File: config.mk
export PLATFORM = sky130hd
export DESIGN_NAME = zxb_unit
export DESIGN_NICKNAME = d
export VERILOG_FILES = /design/src/zxb_pkg.sv /design/src/zxb_regfile.sv /design/src/zxb_unit.sv
export SDC_FILE = /design/constraint.sdc
export NUM_CORES = 1
export LEC_CHECK = 0
export ABC_AREA = 1
export BUFFER_PORTS_ARGS = -buffer_cell sky130_fd_sc_hd__buf_2
export CAP_MARGIN = 15
export CORE_ASPECT_RATIO = 1.1
export CORE_MARGIN = 1.5
export CORE_UTILIZATION = 23
export DETAILED_ROUTE_END_ITERATION = 10
export GPL_ROUTABILITY_DRIVEN = 0
export MAX_ROUTING_LAYER = met4
export RECOVER_POWER = 25
export SETUP_SLACK_MARGIN = 0.2
export SYNTH_ARGS = -nofsm -noshare
export SYNTH_HDL_FRONTEND = slang
export SYNTH_SLANG_ARGS = --single-unit
File: constraint.sdc
create_clock -name sys_clk -period 4.6 [get_ports sys_clk]
set_input_delay 0.92 -clock sys_clk [delete_from_list [all_inputs] [get_ports sys_clk]]
set_output_delay 0.92 -clock sys_clk [all_outputs]
set_load 0.005 [all_outputs]
File: src/zxb_pkg.sv
// package: constants and types for the byte zero-extension unit
package zxb_pkg;

  // ****************************************
  // instruction encoding
  // ****************************************
  localparam int ZXB_IW = 24;
  localparam logic [12:0] ZXB_PREFIX = 13'h1F70;
  localparam int ZXB_PFX_HI = 23;
  localparam int ZXB_PFX_LO = 11;
  localparam int ZXB_DST_HI = 10;
  localparam int ZXB_DST_LO = 7;
  localparam int ZXB_MODE_HI = 6;
  localparam int ZXB_MODE_LO = 4;
  localparam int ZXB_SRC_HI = 3;
  localparam int ZXB_SRC_LO = 0;

  // ****************************************
  // status word bit positions
  // ****************************************
  localparam int ZXB_SR_W = 16;
  localparam int ZXB_C_BIT = 0;
  localparam int ZXB_Z_BIT = 1;
  localparam int ZXB_N_BIT = 3;

  localparam logic [15:0] ZXB_PTR_STEP = 16'h0001;
  localparam logic [7:0] ZXB_UPPER_ZERO = 8'h00;

  // source addressing modes
  typedef enum logic [2:0] {
    ZXB_M_DIRECT = 3'h0,
    ZXB_M_IND = 3'h1,
    ZXB_M_IND_POSTINC = 3'h2,
    ZXB_M_IND_POSTDEC = 3'h3,
    ZXB_M_IND_PREINC = 3'h4,
    ZXB_M_IND_PREDEC = 3'h5
  } zxb_mode_t;

endpackage

File: src/zxb_regfile.sv
// working register file: sixteen 16-bit registers, two read and two write ports
module zxb_regfile
  import zxb_pkg::*;
(
  input wire logic sys_clk,
  input wire logic rst_n,
  input wire logic [3:0] rd_a_idx,
  output logic [15:0] rd_a_data,
  input wire logic [3:0] rd_b_idx,
  output logic [15:0] rd_b_data,
  input wire logic we_a,
  input wire logic [3:0] wr_a_idx,
  input wire logic [15:0] wr_a_data,
  input wire logic we_b,
  input wire logic [3:0] wr_b_idx,
  input wire logic [15:0] wr_b_data
);
  logic [15:0] regs_q [16];

  assign rd_a_data = regs_q[rd_a_idx];
  assign rd_b_data = regs_q[rd_b_idx];

  // port a (result) wins when both target one register
  always_ff @(posedge sys_clk) begin
    if (!rst_n) begin
      for (int i = 0; i < 16; i++) begin
        regs_q[i] <= 16'h0000;
      end
    end else begin
      if (we_b) begin
        regs_q[wr_b_idx] <= wr_b_data;
      end
      if (we_a) begin
        regs_q[wr_a_idx] <= wr_a_data;
      end
    end
  end
endmodule // zxb_regfile

File: src/zxb_unit.sv
// byte zero-extension execution unit with register file and status word
// Summary of operation
// (RQ1) result is source low byte, upper byte forced to zero
// (RQ2) negative flag cleared and carry flag set every time
// (RQ3) decode prefix 1111 1011 1000 0, then dst, mode, src fields
// (RQ4) source direct or indirect with pre/post inc/dec; destination direct
// (RQ5) indirect update changes source pointer by exactly one
// (RQ6) no size bit; always byte source, word destination
// (RQ7) one word, one cycle; data memory reads may stall
// (RQ8) zero flag set when result is zero, cleared otherwise
module zxb_unit
  import zxb_pkg::*;
(
  input wire logic sys_clk,
  input wire logic rst_n,
  input wire logic instr_valid,
  input wire logic [23:0] instr_word,
  output logic instr_ready,
  output logic instr_done,
  output logic instr_illegal,
  output logic mem_rd_req,
  output logic [15:0] mem_rd_addr,
  input wire logic mem_rd_ack,
  input wire logic [7:0] mem_rd_byte,
  input wire logic [3:0] dbg_reg_idx,
  output logic [15:0] dbg_reg_data,
  output logic [15:0] status_word
);

  // ****************************************
  // decode
  // ****************************************
  // the word may change once taken, so the wait state decodes a copy
  logic [ZXB_IW-1:0] held_q;
  typedef enum logic {ZXB_IDLE, ZXB_WAIT} zxb_state_t;
  zxb_state_t state_q, state_d;
  wire [ZXB_IW-1:0] instr_cur = (state_q == ZXB_WAIT) ? held_q : instr_word;
  wire is_op = instr_cur[ZXB_PFX_HI:ZXB_PFX_LO] == ZXB_PREFIX; // RQ3 RQ6
  wire [3:0] dst_idx = instr_cur[ZXB_DST_HI:ZXB_DST_LO]; // RQ3
  wire [2:0] mode_f = instr_cur[ZXB_MODE_HI:ZXB_MODE_LO]; // RQ3
  wire [3:0] src_idx = instr_cur[ZXB_SRC_HI:ZXB_SRC_LO]; // RQ3
  wire mode_ok = mode_f <= ZXB_M_IND_PREDEC;
  wire is_direct = mode_f == ZXB_M_DIRECT;
  wire is_pre = mode_f == ZXB_M_IND_PREINC || mode_f == ZXB_M_IND_PREDEC;
  wire is_inc = mode_f == ZXB_M_IND_POSTINC || mode_f == ZXB_M_IND_PREINC;
  wire is_dec = mode_f == ZXB_M_IND_POSTDEC || mode_f == ZXB_M_IND_PREDEC;
  wire legal = is_op && mode_ok;

  // ****************************************
  // operand path
  // ****************************************
  logic [15:0] src_val;
  logic [15:0] dbg_word;
  logic [15:0] sr_q, sr_d;

  wire [15:0] ptr_plus = src_val + ZXB_PTR_STEP; // RQ5
  wire [15:0] ptr_minus = src_val - ZXB_PTR_STEP; // RQ5
  wire [15:0] ptr_new = is_inc ? ptr_plus : (is_dec ? ptr_minus : src_val);
  wire [15:0] ea = is_pre ? ptr_new : src_val; // RQ4

  // direct source finishes at once; indirect waits for the byte (RQ7)
  wire start = instr_valid && state_q == ZXB_IDLE && legal;
  wire direct_done = start && is_direct; // RQ7
  wire ind_done = state_q == ZXB_WAIT && mem_rd_ack;
  wire [7:0] src_byte = is_direct ? src_val[7:0] : mem_rd_byte;
  wire [15:0] result = {ZXB_UPPER_ZERO, src_byte}; // RQ1 RQ4
  wire res_we = direct_done || ind_done;
  wire ptr_we = ind_done && (is_inc || is_dec); // RQ5

  // ****************************************
  // register file
  // ****************************************
  // debug reads use their own port so they never disturb the operand read
  zxb_regfile u_regs (
    .sys_clk(sys_clk),
    .rst_n(rst_n),
    .rd_a_idx(src_idx),
    .rd_a_data(src_val),
    .rd_b_idx(dbg_reg_idx),
    .rd_b_data(dbg_word),
    .we_a(res_we),
    .wr_a_idx(dst_idx),
    .wr_a_data(result),
    .we_b(ptr_we),
    .wr_b_idx(src_idx),
    .wr_b_data(ptr_new)
  );

  // ready drops while a byte is awaited; the word is latched on take
  assign instr_ready = state_q == ZXB_IDLE;
  assign instr_illegal = instr_valid && instr_ready && !legal;
  assign mem_rd_req = state_q == ZXB_WAIT;
  assign mem_rd_addr = ea;
  assign instr_done = res_we;

  always_comb begin
    state_d = state_q;
    unique case (state_q)
      ZXB_IDLE: begin
        if (start && !is_direct) begin
          state_d = ZXB_WAIT;
        end
      end
      ZXB_WAIT: begin
        if (mem_rd_ack) begin
          state_d = ZXB_IDLE;
        end
      end
    endcase
  end

  // ****************************************
  // status word
  // ****************************************
  always_comb begin
    sr_d = sr_q;
    if (res_we) begin
      sr_d[ZXB_N_BIT] = 1'b0; // RQ2
      sr_d[ZXB_C_BIT] = 1'b1; // RQ2
      sr_d[ZXB_Z_BIT] = result == 16'h0000; // RQ8
    end
  end

  always_ff @(posedge sys_clk) begin
    if (!rst_n) begin
      state_q <= ZXB_IDLE;
      sr_q <= 16'h0000;
      held_q <= 24'h000000;
    end else begin
      state_q <= state_d;
      sr_q <= sr_d;
      if (start) begin
        held_q <= instr_word;
      end
    end
  end

  assign status_word = sr_q;
  logic [15:0] dbg_q;
  assign dbg_reg_data = dbg_q;
  always_ff @(posedge sys_clk) begin
    if (!rst_n) begin
      dbg_q <= 16'h0000;
    end else begin
      dbg_q <= dbg_word;
    end
  end
endmodule // zxb_unit
==> summary.md, run 1 <==
| Metric | Value |
|---|---|
| Status | `finished, violations left` |
| Violated checks | `capacitance limit, slew limit` |
| Tcrit/Tclk final | `0.949` |
| Die area | `0.0787 mm²` |
| Antenna violations before repair | `1` |
| Post-route insts no fill | `3696` |
| Max-cap violations | `1` |
| Initial core utilization | `0.233` |
| Crit path kind | `input pin to flop` |
| Syn Inst Count | `2566` |
| Clk sink count | `299` |
| Mean post-synth cell area | `around 6.9 µm²` |
| Synth Area in XOR/XNOR | `0.00282` |
| Share of layout cells above drive strength 1 | `0.131` |
| Hpwl dp | `48600 µm` |
| H-tree depth | `2` |
| YS warnings | `0` |
| Largest family of logic cells by synthesized area | `simple AND/OR/NAND/NOR gates` |
| Vias in the first global route | `17000` |
| Area of the multi-input gates | `0.00920 mm²` |
| Data arrival, critical path | `about 4.8 ns` |
| Routed WL | `71300 µm` |
| Post-route ant nets | `0` |
| Final Setup Violations | `0` |
| FF-to-FF Start | `mem_rd_req` |
| Ant diodes | `0` |
| Post-synthesis simple-gate area fraction | `0.348` |
| Grt total ovfl | `0` |
| Flop2flop setup slack | `0.53 ns` |
| IO Port Bufs | `77` |
| WL/cell | `19.3 µm` |
| Fillers | `8414` |
| Cell Area, Synth | `0.0177 mm²` |
| Tot Pwr | `between 6 and 7 mW` |
| Hold Crit Depth | `2` |
| Fin. Hold Viols | `0` |
| Hold Path Origin | `u_regs.regs_q[7][15]` |
| WHS | `approximately 0.45 ns` |
| Pins over their slew limit | `94` |
| CTS Buffer Depth | `3` |
| Via Count | `18800` |
| Critical path launch point type | `input pin` |
| 1st-pass router iterations | `6` |
| Peak supply drop | `around 0.25 mV` |
| Yosys cell types | `approximately 40` |
| Die X | `268 µm` |
| Synthesis-to-layout area growth | `18.1%` |
| Reg area | `0.00727 mm²` |
| Sequential area share after synthesis | `0.410` |
| Total Routing Usage GR | `0.177` |
| DR DRC count | `0` |
| Cells after DPL | `3615` |
| Core area | `0.0761 mm²` |
| Iter 0 DRT Violations | `2262` |
| Critical Path Sink Type | `flop` |
| Worst min path class | `flop to flop` |
| TritonCTS Buffers | `35` |
| Tmin final | `4.37 ns` |
| Clk slew on worst S/H paths | `0.06 ns` |
| Sink of the worst hold path | `u_regs.regs_q[7][15]` |
| Maximum clock frequency | `229 MHz` |
| First-pass GRT wire length | `104000 µm` |
| Hold buffers post-CTS | `0` |
| CP max FO | `93` |
| Largest net degree at the start of global routing | `between 100 and 150` |
| Slew margin rel. | `-1.12` |
| Die height | `around 300 µm` |
| I/O pin total | `~90` |
| Worst clock skew | `0.0132 ns` |
| PwrDens | `315 mW/mm²` |
| Compound-gate portion of the synthesized area | `0.152` |
| Measured slew at the worst slew-check pin | `3.19 ns` |
| Critical Path RT | `5.01 ns` |
| CTS Root Buffer Type | `clkbuf_16` |
| Worst skew pair latency | `0.53 ns` |
| Unrepaired setup endpoints after global routing | `yes` |
| Routed vias/inst | `5.07` |
| Post-synthesis adder-cell area fraction | `0.00141` |
| Seq cells post-synth | `between 200 and 300` |
| P_leak | `9.12 nW` |
| CTS tree | `built` |
| Mux contribution to synthesized area | `0` |
| RR Endpoint | `u_regs.regs_q[10][7]` |
| Final net count | `2688` |
| FF-to-FF path depth | `18` |
| Row cnt | `106` |
| Setup TNS | `0 ns` |
## per-layer routing
| layer | track usage | part of all wire | vias to the layer above |
|---|---|---|---|
| met3 | 0.0208 | 0.093 | 205 |
| met1 | 0.232 | 0.41 | 8806 |
| met4 | 0.0747 | 0.049 | 0 |
| met5 | - | 0 | - |
| li1 | - | - | 8718 |
| met2 | 0.274 | 0.45 | 1025 |
## how the worst max path moves through the flow
stage	startpoint	to	slack (ns)	cells after the start
finish	dbg_reg_idx[0]	dbg_reg_data[3]	0.23	7
global route	mem_rd_req	mem_rd_addr[9]	0.11	19
CTS	mem_rd_req	mem_rd_addr[8]	0.22	20
detailed placement	instr_word[0]	mem_rd_addr[8]	0.14	21
global placement	instr_word[0]	mem_rd_addr[8]	0.18	21
floorplan	instr_word[1]	mem_rd_addr[14]	0.78	21
## cell usage after synthesis
master,number,area (µm²)
buf_4,34,255
o21ai_0,198,991
a21oi_1,67,335
a21oi_4,1,16.3
o22ai_1,112,701
nor3_1,6,30.0
nand2_4,3,33.8
o21ai_1,21,105
nor2_4,4,45.0
nand3b_1,4,30.0
nor2_1,183,687
inv_2,21,78.8
clkbuf_1,68,255
buf_2,39,195
nor2_2,12,75.1
and3_1,1,6.26
nand4_1,21,131
clkinv_1,4,15.0
edfxtp_1,128,3840
xor2_2,2,32.5
buf_1,7,26.3
ha_1,2,25.0
o21a_1,3,22.5
a211oi_1,3,22.5
nand3_1,250,1250
inv_1,153,574
nand2_1,918,3450
dfxtp_1,171,3420
o21ai_4,1,16.3
buf_6,10,113
nand3_2,24,240
or2_2,6,37.5
conb_1,1,3.75
o21ai_2,1,8.76
xor2_1,2,17.5
o211ai_1,42,315
a22oi_1,4,30.0
or2_1,2,12.5
nor3_2,1,10.0
nand2_2,22,138
o221ai_1,14,123
## kinds of logic (layout without fill, tap and decap cells)
kind of cell               count (synthesis)  count (layout)
AOI/OAI and AO/OA                        467             467
xor gates and xnor gates                   4               4
adders and majority gates                  2               2
buffers and inverters                    336             423
DFF                                      299             299
other                                      1              14
and+or+nand+nor                         1457            1461
## through the flow
| stage | utilization | area (µm²) | setup WS [ns] |
|---|---|---|---|
| floorplan | - | 17800 | 0.781 |
| global placement | 0.254 | 19400 | 0.182 |
| detailed placement | 0.254 | 19400 | 0.145 |
| CTS | 0.270 | 20500 | 0.218 |
| global route | 0.275 | 20900 | 0.109 |
| finish | 0.275 | 20900 | 0.234 |
## layout by cell type (no fill, tap or decap), drive strengths merged
cell type / count
a211oi: 3
a21oi: 68
a22oi: 4
and3: 1
buf: 159
bufinv: 2
clkbuf: 77
clkinv: 11
clkinvlp: 1
conb: 14
dfxtp: 171
edfxtp: 128
ha: 2
inv: 173
nand2: 946
nand3: 274
nand3b: 4
nand4: 21
nor2: 200
nor3: 7
o211ai: 42
o21a: 3
o21ai: 221
o221ai: 14
o22ai: 112
or2: 8
xor2: 4
## state kept, by name, indices dropped and copies added (netlist names)
| register | flops |
|---|---|
| u_regs.regs_q | 256 |
| held_q | 24 |
| dbg_reg_data | 16 |
| status_word | 2 |
| mem_rd_req | 1 |
## what timing repair did
action / in CTS / in global routing
pin swaps: 0 / 10
endpoints found under the setup margin: 10 / 12
gates cloned: 0 / 9
setup buffers: 0 / 11
resized for setup: 8 / 75
## critical path, stage by stage
cell and delay [ns]:
clkbuf_1 0.12, inv_1 2.18, buf_4 0.54, o21ai_0 0.11, o221ai_1 0.23, nand3_1 0.19
a21oi_1 0.36
## power breakdown
part | leakage (nW) | switching [mW] | total (mW) | internal, mW
registers | 2.70 | 0.0268 | 2.84 | 2.81
clock network | 0.568 | 1.16 | 2.84 | 1.68
logic | 5.85 | 0.659 | 0.917 | 0.258
## area by class of cell
class,instances,share of cell area
clock inverter,9,0.00466
inverter,178,0.0322
sequential,299,0.347
multi-input combinational,1948,0.440
timing repair buffer,184,0.0646
clock buffer,52,0.0499
tap,1026,0.0613
(Power assumes the default switching activity.)
==> run 2, diff against run 1 <==
--- a/config.mk
+++ b/config.mk
@@ -13,6 +13,7 @@
 export CORE_UTILIZATION = 23
 export DETAILED_ROUTE_END_ITERATION = 10
 export GPL_ROUTABILITY_DRIVEN = 0
+export GPL_TIMING_DRIVEN = 1
 export MAX_ROUTING_LAYER = met4
 export RECOVER_POWER = 25
 export SETUP_SLACK_MARGIN = 0.2
==> constraint.sdc (replaced) <==
create_clock -name sys_clk -period 4.6 [get_ports sys_clk]
set_input_delay 0.69 -clock sys_clk [delete_from_list [all_inputs] [get_ports sys_clk]]
set_output_delay 0.69 -clock sys_clk [all_outputs]
set_load 0.005 [all_outputs]
==> summary.md, run 2 (synthesis gave the netlist of run 1 again) <==
| Metric | Value |
|---|---|
| Cell Chain, Critical Path | `clkbuf_1, inv_1, clkbuf_1, o21ai_0, o22ai_1, o211ai_1, a21oi_1` |
| Fin. Hold Viols | `0` |
| Critical Path RT | `4.97 ns` |
| IO Port Bufs | `77` |
| PwrDens | `315 mW/mm²` |
| Max reg flops | `approximately 260` |
| Die X | `268 µm` |
| Placed inst area | `0.0192 mm²` |
| Worst min path class | `input pin to flop` |
| Antenna violations before repair | `1` |
| Routed WL | `69100 µm` |
| Setup TNS | `0 ns` |
| Tmin final | `4.30 ns` |
| Critical Path Sink Type | `flop` |
| Share of layout cells above drive strength 1 | `0.109` |
| First-pass GRT wire length | `104000 µm` |
| Part of the power in registers | `0.439` |
| Combinational power share | `0.134` |
| Via Count | `18500` |
| Pins over their slew limit | `76` |
| Peak supply drop | `0.219 mV` |
| Worst Setup SP | `dbg_reg_idx[0]` |
| CTS tree | `built` |
| Cells after DPL | `approximately 3600` |
| H-tree depth | `2` |
| Fillers | `8533` |
| Flop2flop setup slack | `0.36 ns` |
| Internal | `4.63 mW` |
| CTS Buffer Depth | `3` |
| Die area | `~0.08 mm²` |
| Clock share of power | `0.427` |
| Clk sink count | `about 300` |
| Worst clock skew | `0.0168 ns` |
| Largest net degree at the start of global routing | `76` |
| DP Worst Slack | `0.301 ns` |
| P_leak | `8.94 nW` |
| Critical path launch point type | `input pin` |
| Violated checks | `capacitance limit, slew limit` |
| Unrepaired setup endpoints after global routing | `no` |
| Die height | `294 µm` |
| I/O pin total | `92` |
| Total Routing Usage GR | `0.175` |
| Cell mode on critical path | `clkbuf_1` |
| Final net count | `2669` |
| Grt total ovfl | `0` |
| Tcrit/Tclk final | `0.936` |
| Row cnt | `106` |
| Core area | `0.0761 mm²` |
| Design area | `0.0205 mm²` |
| Tot Pwr | `6.45 mW` |
| Post-route insts no fill | `3679` |
| Post-route ant nets | `0` |
| Critical path destination | `dbg_reg_data[6]` |
| Max-cap violations | `1` |
| WL/cell | `18.8 µm` |
| Sw frac | `0.282` |
| WHS | `0.427 ns` |
| Commonest non-fill, non-tap cell in the layout | `nand2_1` |
| DR DRC count | `0` |
| Crit path kind | `input pin to flop` |
| Top reg by flops | `u_regs.regs_q` |
| TritonCTS Buffers | `34` |
| FF-to-FF Start | `mem_rd_req` |
| Slew margin rel. | `-0.726` |
| RR Endpoint | `u_regs.regs_q[3][9]` |
| Worst skew pair latency | `0.54 ns` |
| Vias in the first global route | `17100` |
| Final Setup Violations | `0` |
| Routed vias/inst | `5.04` |
| CP max FO | `75` |
| Hold Crit Depth | `3` |
| Maximum clock frequency | `between 200 and 250 MHz` |
| Commonest non-fill, non-tap cells in the layout | `923 x nand2_1, 258 x nand3_1, 200 x o21ai_0` |
| Iter 0 DRT Violations | `2133` |
| Worst path slowest cell | `inv_1` |
| Util after Layout | `0.269` |
| Psw | `1.82 mW` |
| Clk slew on worst S/H paths | `0.06 ns` |
| CTS Root Buffer Type | `clkbuf_16` |
| Status | `finished, violations left` |
| Hpwl dp | `47200 µm` |
| 1st-pass router iterations | `6` |
| Initial core utilization | `0.233` |
| Final setup margin | `0.296 ns` |
| Data arrival, critical path | `4.67 ns` |
| Worst path max stage delay | `~1.8 ns` |
| Synthesis-to-layout area growth | `15.8%` |
| FF-to-FF path depth | `16` |
| Measured slew at the worst slew-check pin | `roughly 2.6 ns` |
-- run 2: layout make-up --
cell class | instances | area (µm²) | share of cell area
Inverter | 178 | 673 | 0.0328
Clock buffer | 50 | 1010 | 0.0495
Timing Repair Buffer | 168 | 1160 | 0.0567
Antenna cell | 1 | 2.50 | 0.000122
Clock inverter | 11 | 80.1 | 0.00390
Tap cell | 1026 | 1280 | 0.0626
Sequential cell | 299 | 7270 | 0.354
Multi-Input combinational cell | 1946 | 9030 | 0.440
-- run 2: worst min path at each step --
stage,startpoint,end,slack [ns]
6_report,instr_word[7],held_q[7],0.43
5_1_grt,instr_word[7],held_q[7],0.44
2_1_floorplan,u_regs.regs_q[4][13],u_regs.regs_q[4][13],0.43
3_3_place_gp,u_regs.regs_q[12][14],u_regs.regs_q[12][14],0.44
4_1_cts,instr_word[7],held_q[7],0.42
3_5_place_dp,u_regs.regs_q[8][8],u_regs.regs_q[8][8],0.44
-- run 2: worst max-delay path: cells and delay by family --
family	cells	cell delay, ns
AO/OA/AOI/OAI	4	1.04
buffers and inverters	3	2.85
-- run 2: power by group through the flow --
stage	clock network, mW	registers [mW]	logic [mW]
global placement	0	2.89	0.812
floorplan	0	2.88	0.508
CTS	2.77	2.84	0.824
detailed placement	0	2.89	0.814
finish	2.75	2.84	0.864
global route	2.88	2.84	0.927
-- run 2: routing by layer --
| metal | GRT usage | wire, µm | part of all wire |
|---|---|---|---|
| met2 | 0.277 | 31800 | 0.46 |
| met3 | 0.0248 | 6240 | 0.090 |
| met4 | 0.0644 | 2450 | 0.035 |
| met1 | 0.227 | 28600 | 0.41 |
| met5 | - | 0 | 0 |
-- run 2: repair_timing --
item,CTS,global route
cloned,1,4
resized for setup,4,24
buffers inserted,0,11
hold buffers,0,0
endpoints found under the setup margin,10,12
pin swaps,0,5
hold endpoints to repair,0,0
==> run 3, diff against run 2 <==
--- a/config.mk
+++ b/config.mk
@@ -6,7 +6,7 @@
 export NUM_CORES = 1
 export LEC_CHECK = 0
 export ABC_AREA = 1
-export BUFFER_PORTS_ARGS = -buffer_cell sky130_fd_sc_hd__buf_2
+export BUFFER_PORTS_ARGS = -buffer_cell sky130_fd_sc_hd__clkbuf_2
 export CAP_MARGIN = 15
 export CORE_ASPECT_RATIO = 1.1
 export CORE_MARGIN = 1.5
@@ -15,7 +15,7 @@
 export GPL_ROUTABILITY_DRIVEN = 0
 export GPL_TIMING_DRIVEN = 1
 export MAX_ROUTING_LAYER = met4
-export RECOVER_POWER = 25
+export RECOVER_POWER = 50
 export SETUP_SLACK_MARGIN = 0.2
 export SYNTH_ARGS = -nofsm -noshare
 export SYNTH_HDL_FRONTEND = slang
==> summary.md, run 3 (synthesis gave the netlist of run 1 again) <==
| Metric | Value |
|---|---|
| Status | `finished, violations left` |
| Violated checks | `capacitance limit, slew limit` |
| TritonCTS Buffers | `35` |
| PwrDens | `318 mW/mm²` |
| Commonest non-fill, non-tap cells in the layout | `923 x nand2_1, 254 x nand3_1, 199 x o21ai_0` |
| Tcrit/Tclk final | `0.925` |
| Cell Chain, Critical Path | `inv_1, nand2_2, nand2_8, buf_4, buf_4, nand2_1, nand2_1, nand2_1, nand2_1, nand2_1, nand2_1, inv_1, nand2_1, nand2_1, nor2_1, nand2_1, nand2_1, nand2_1, nand2_2, nand3_1, nand2_1, clkbuf_2` |
| Worst path max stage delay | `0.36 ns` |
| Worst path slowest cell | `dfxtp_2` |
| Clk slew on worst S/H paths | `0.06 ns` |
| Peak supply drop | `0.193 mV` |
| Core area | `around 0.076 mm²` |
| Die area | `0.0787 mm²` |
| Clk sink count | `299` |
| IO Port Bufs | `77` |
| Die X | `~270 µm` |
| Flop2flop setup slack | `0.43 ns` |
| Critical path destination | `mem_rd_addr[14]` |
| Routed met1 length | `just under 30000 µm` |
| Buf/Inv on CP | `5` |
| FF-to-FF Start | `mem_rd_req` |
| Design area | `about 0.02 mm²` |
| Met3 wire length | `6050 µm` |
| Total Routing Usage GR | `0.175` |
| Post-route ant nets | `0` |
| Final net count | `2660` |
| Initial core utilization | `0.233` |
| Unrepaired setup endpoints after global routing | `yes` |
| Tmin final | `4.25 ns` |
| Via Count | `18300` |
| Crit path max-delay family | `simple AND/OR/NAND/NOR gates` |
| Setup TNS | `0 ns` |
| Max-cap violations | `1` |
| Crit path depth | `22` |
| Met2 Wirelength | `approximately 31000 µm` |
| Placed inst area | `0.0192 mm²` |
| Worst skew pair latency | `0.54 ns` |
| CTS Buffer Depth | `3` |
| Tot Pwr | `6.49 mW` |
| Row cnt | `106` |
| Crit path kind | `flop to primary output` |
| Grt total ovfl | `0` |
| Final setup margin | `0.346 ns` |
| Data arrival, critical path | `3.56 ns` |
| CP max FO | `28` |
| Measured slew at the worst slew-check pin | `2.37 ns` |
| Top Layer Used | `met4` |
| Commonest non-fill, non-tap cell in the layout | `nand2_1` |
| Max reg flops | `256` |
| Iter 0 DRT Violations | `2156` |
| Fin. Hold Viols | `0` |
| Synthesis-to-layout area growth | `15.4%` |
| Critical path launch point type | `flop` |
| Routed WL | `68800 µm` |
| Antenna violations before repair | `1` |
| H-tree depth | `2` |
| Critical Path RT | `approximately 3.9 ns` |
| Hpwl dp | `47800 µm` |
| Pins over their slew limit | `50` |
| Worst clock skew | `0.0187 ns` |
| Cell mode on critical path | `nand2_1` |
| Critical Path Sink Type | `primary output` |
| Maximum clock frequency | `235 MHz` |
| Top reg by flops | `u_regs.regs_q` |
| Worst Setup SP | `mem_rd_req` |
| CTS Root Buffer Type | `clkbuf_16` |
| P_leak | `between 8 and 9 nW` |
| Worst min path class | `input pin to flop` |
| Share of layout cells above drive strength 1 | `0.111` |
| I/O pin total | `92` |
| First-pass GRT wire length | `between 100000 and 150000 µm` |
| DR DRC count | `0` |
| Largest net degree at the start of global routing | `81` |
| 1st-pass router iterations | `6` |
| Final Setup Violations | `0` |
| CTS tree | `built` |
| Slew margin rel. | `-0.579` |
| Routed vias/inst | `5.00` |
| WL/cell | `roughly 19 µm` |
| DP Worst Slack | `around 0.47 ns` |
| FF-to-FF path depth | `18` |
| Die height | `294 µm` |
| RR Endpoint | `u_regs.regs_q[1][7]` |
| Vias in the first global route | `about 17000` |
-- run 3: changes by cell type in the layout (fill, tap and decap cells not counted), sizes merged --
| cell | previous run | this run |
|---|---|---|
| buf | 142 | 79 |
| bufbuf | 1 | 0 |
| bufinv | 1 | 2 |
| clkbuf | 75 | 131 |
| clkinv | 15 | 13 |
| inv | 173 | 174 |
| nand2 | 945 | 944 |
-- run 3: area by class of cell --
class / count / area (µm²)
fillers: 8498 / 55700
multi-input cells: 1945 / 9020
diodes: 1 / 2.50
repair buffers: 159 / 1080
inverters: 178 / 673
flip-flops and latches: 299 / 7270
clock buffers: 51 / 1010
clock inverters: 11 / 109
well taps: 1026 / 1280
-- run 3: power breakdown --
| group | internal, mW | leakage [nW] | switching [mW] | total, mW |
|---|---|---|---|---|
| combinational | 0.225 | 5.66 | 0.622 | 0.847 |
| clock | 1.64 | 0.560 | 1.17 | 2.81 |
| sequential | 2.81 | 2.70 | 0.0247 | 2.84 |
| total | 4.67 | 8.93 | 1.82 | 6.49 |
-- run 3: worst min-delay path, delay by kind of cell --
kind	cells	cell delay, ns
buf+inv	1	0.09
simple gates	1	0.07
compound gates	1	0.07
-- run 3: per-stage QoR --
stage | hold WS [ns] | std cells | utilization
finish | 0.436 | 3670 | 0.269
global placement | 0.439 | 3602 | 0.253
floorplan | 0.426 | 2579 | -
detailed placement | 0.441 | 3602 | 0.253
CTS | 0.441 | 3666 | 0.268
global route | 0.467 | 3670 | 0.269
-- run 3: worst min-delay path by stage --
stage / from / to / slack [ns] / cells after the start
finish: instr_word[6] / held_q[6] / 0.44 / 3
detailed placement: u_regs.regs_q[0][11] / u_regs.regs_q[0][11] / 0.44 / 2
CTS: instr_word[2] / held_q[2] / 0.44 / 3
global placement: u_regs.regs_q[0][11] / u_regs.regs_q[0][11] / 0.44 / 2
floorplan: u_regs.regs_q[4][13] / u_regs.regs_q[4][13] / 0.43 / 2
global route: instr_word[4] / held_q[4] / 0.47 / 3
-- run 3: timing repair --
item | CTS | global route
setup buffers | 2 | 1
endpoints found under the hold margin | 0 | 0
pin swaps | 1 | 2
gates cloned | 0 | 2
hold buffers | 0 | 0
endpoints found under the setup margin | 9 | 76
resized for setup | 7 | 20
-- run 3: layer usage --
| metal | GRT usage | up-vias |
|---|---|---|
| li1 | - | 8655 |
| met1 | 0.230 | 8579 |
| met2 | 0.276 | 942 |
| met3 | 0.0238 | 162 |
| met4 | 0.0617 | 0 |
| met5 | - | - |
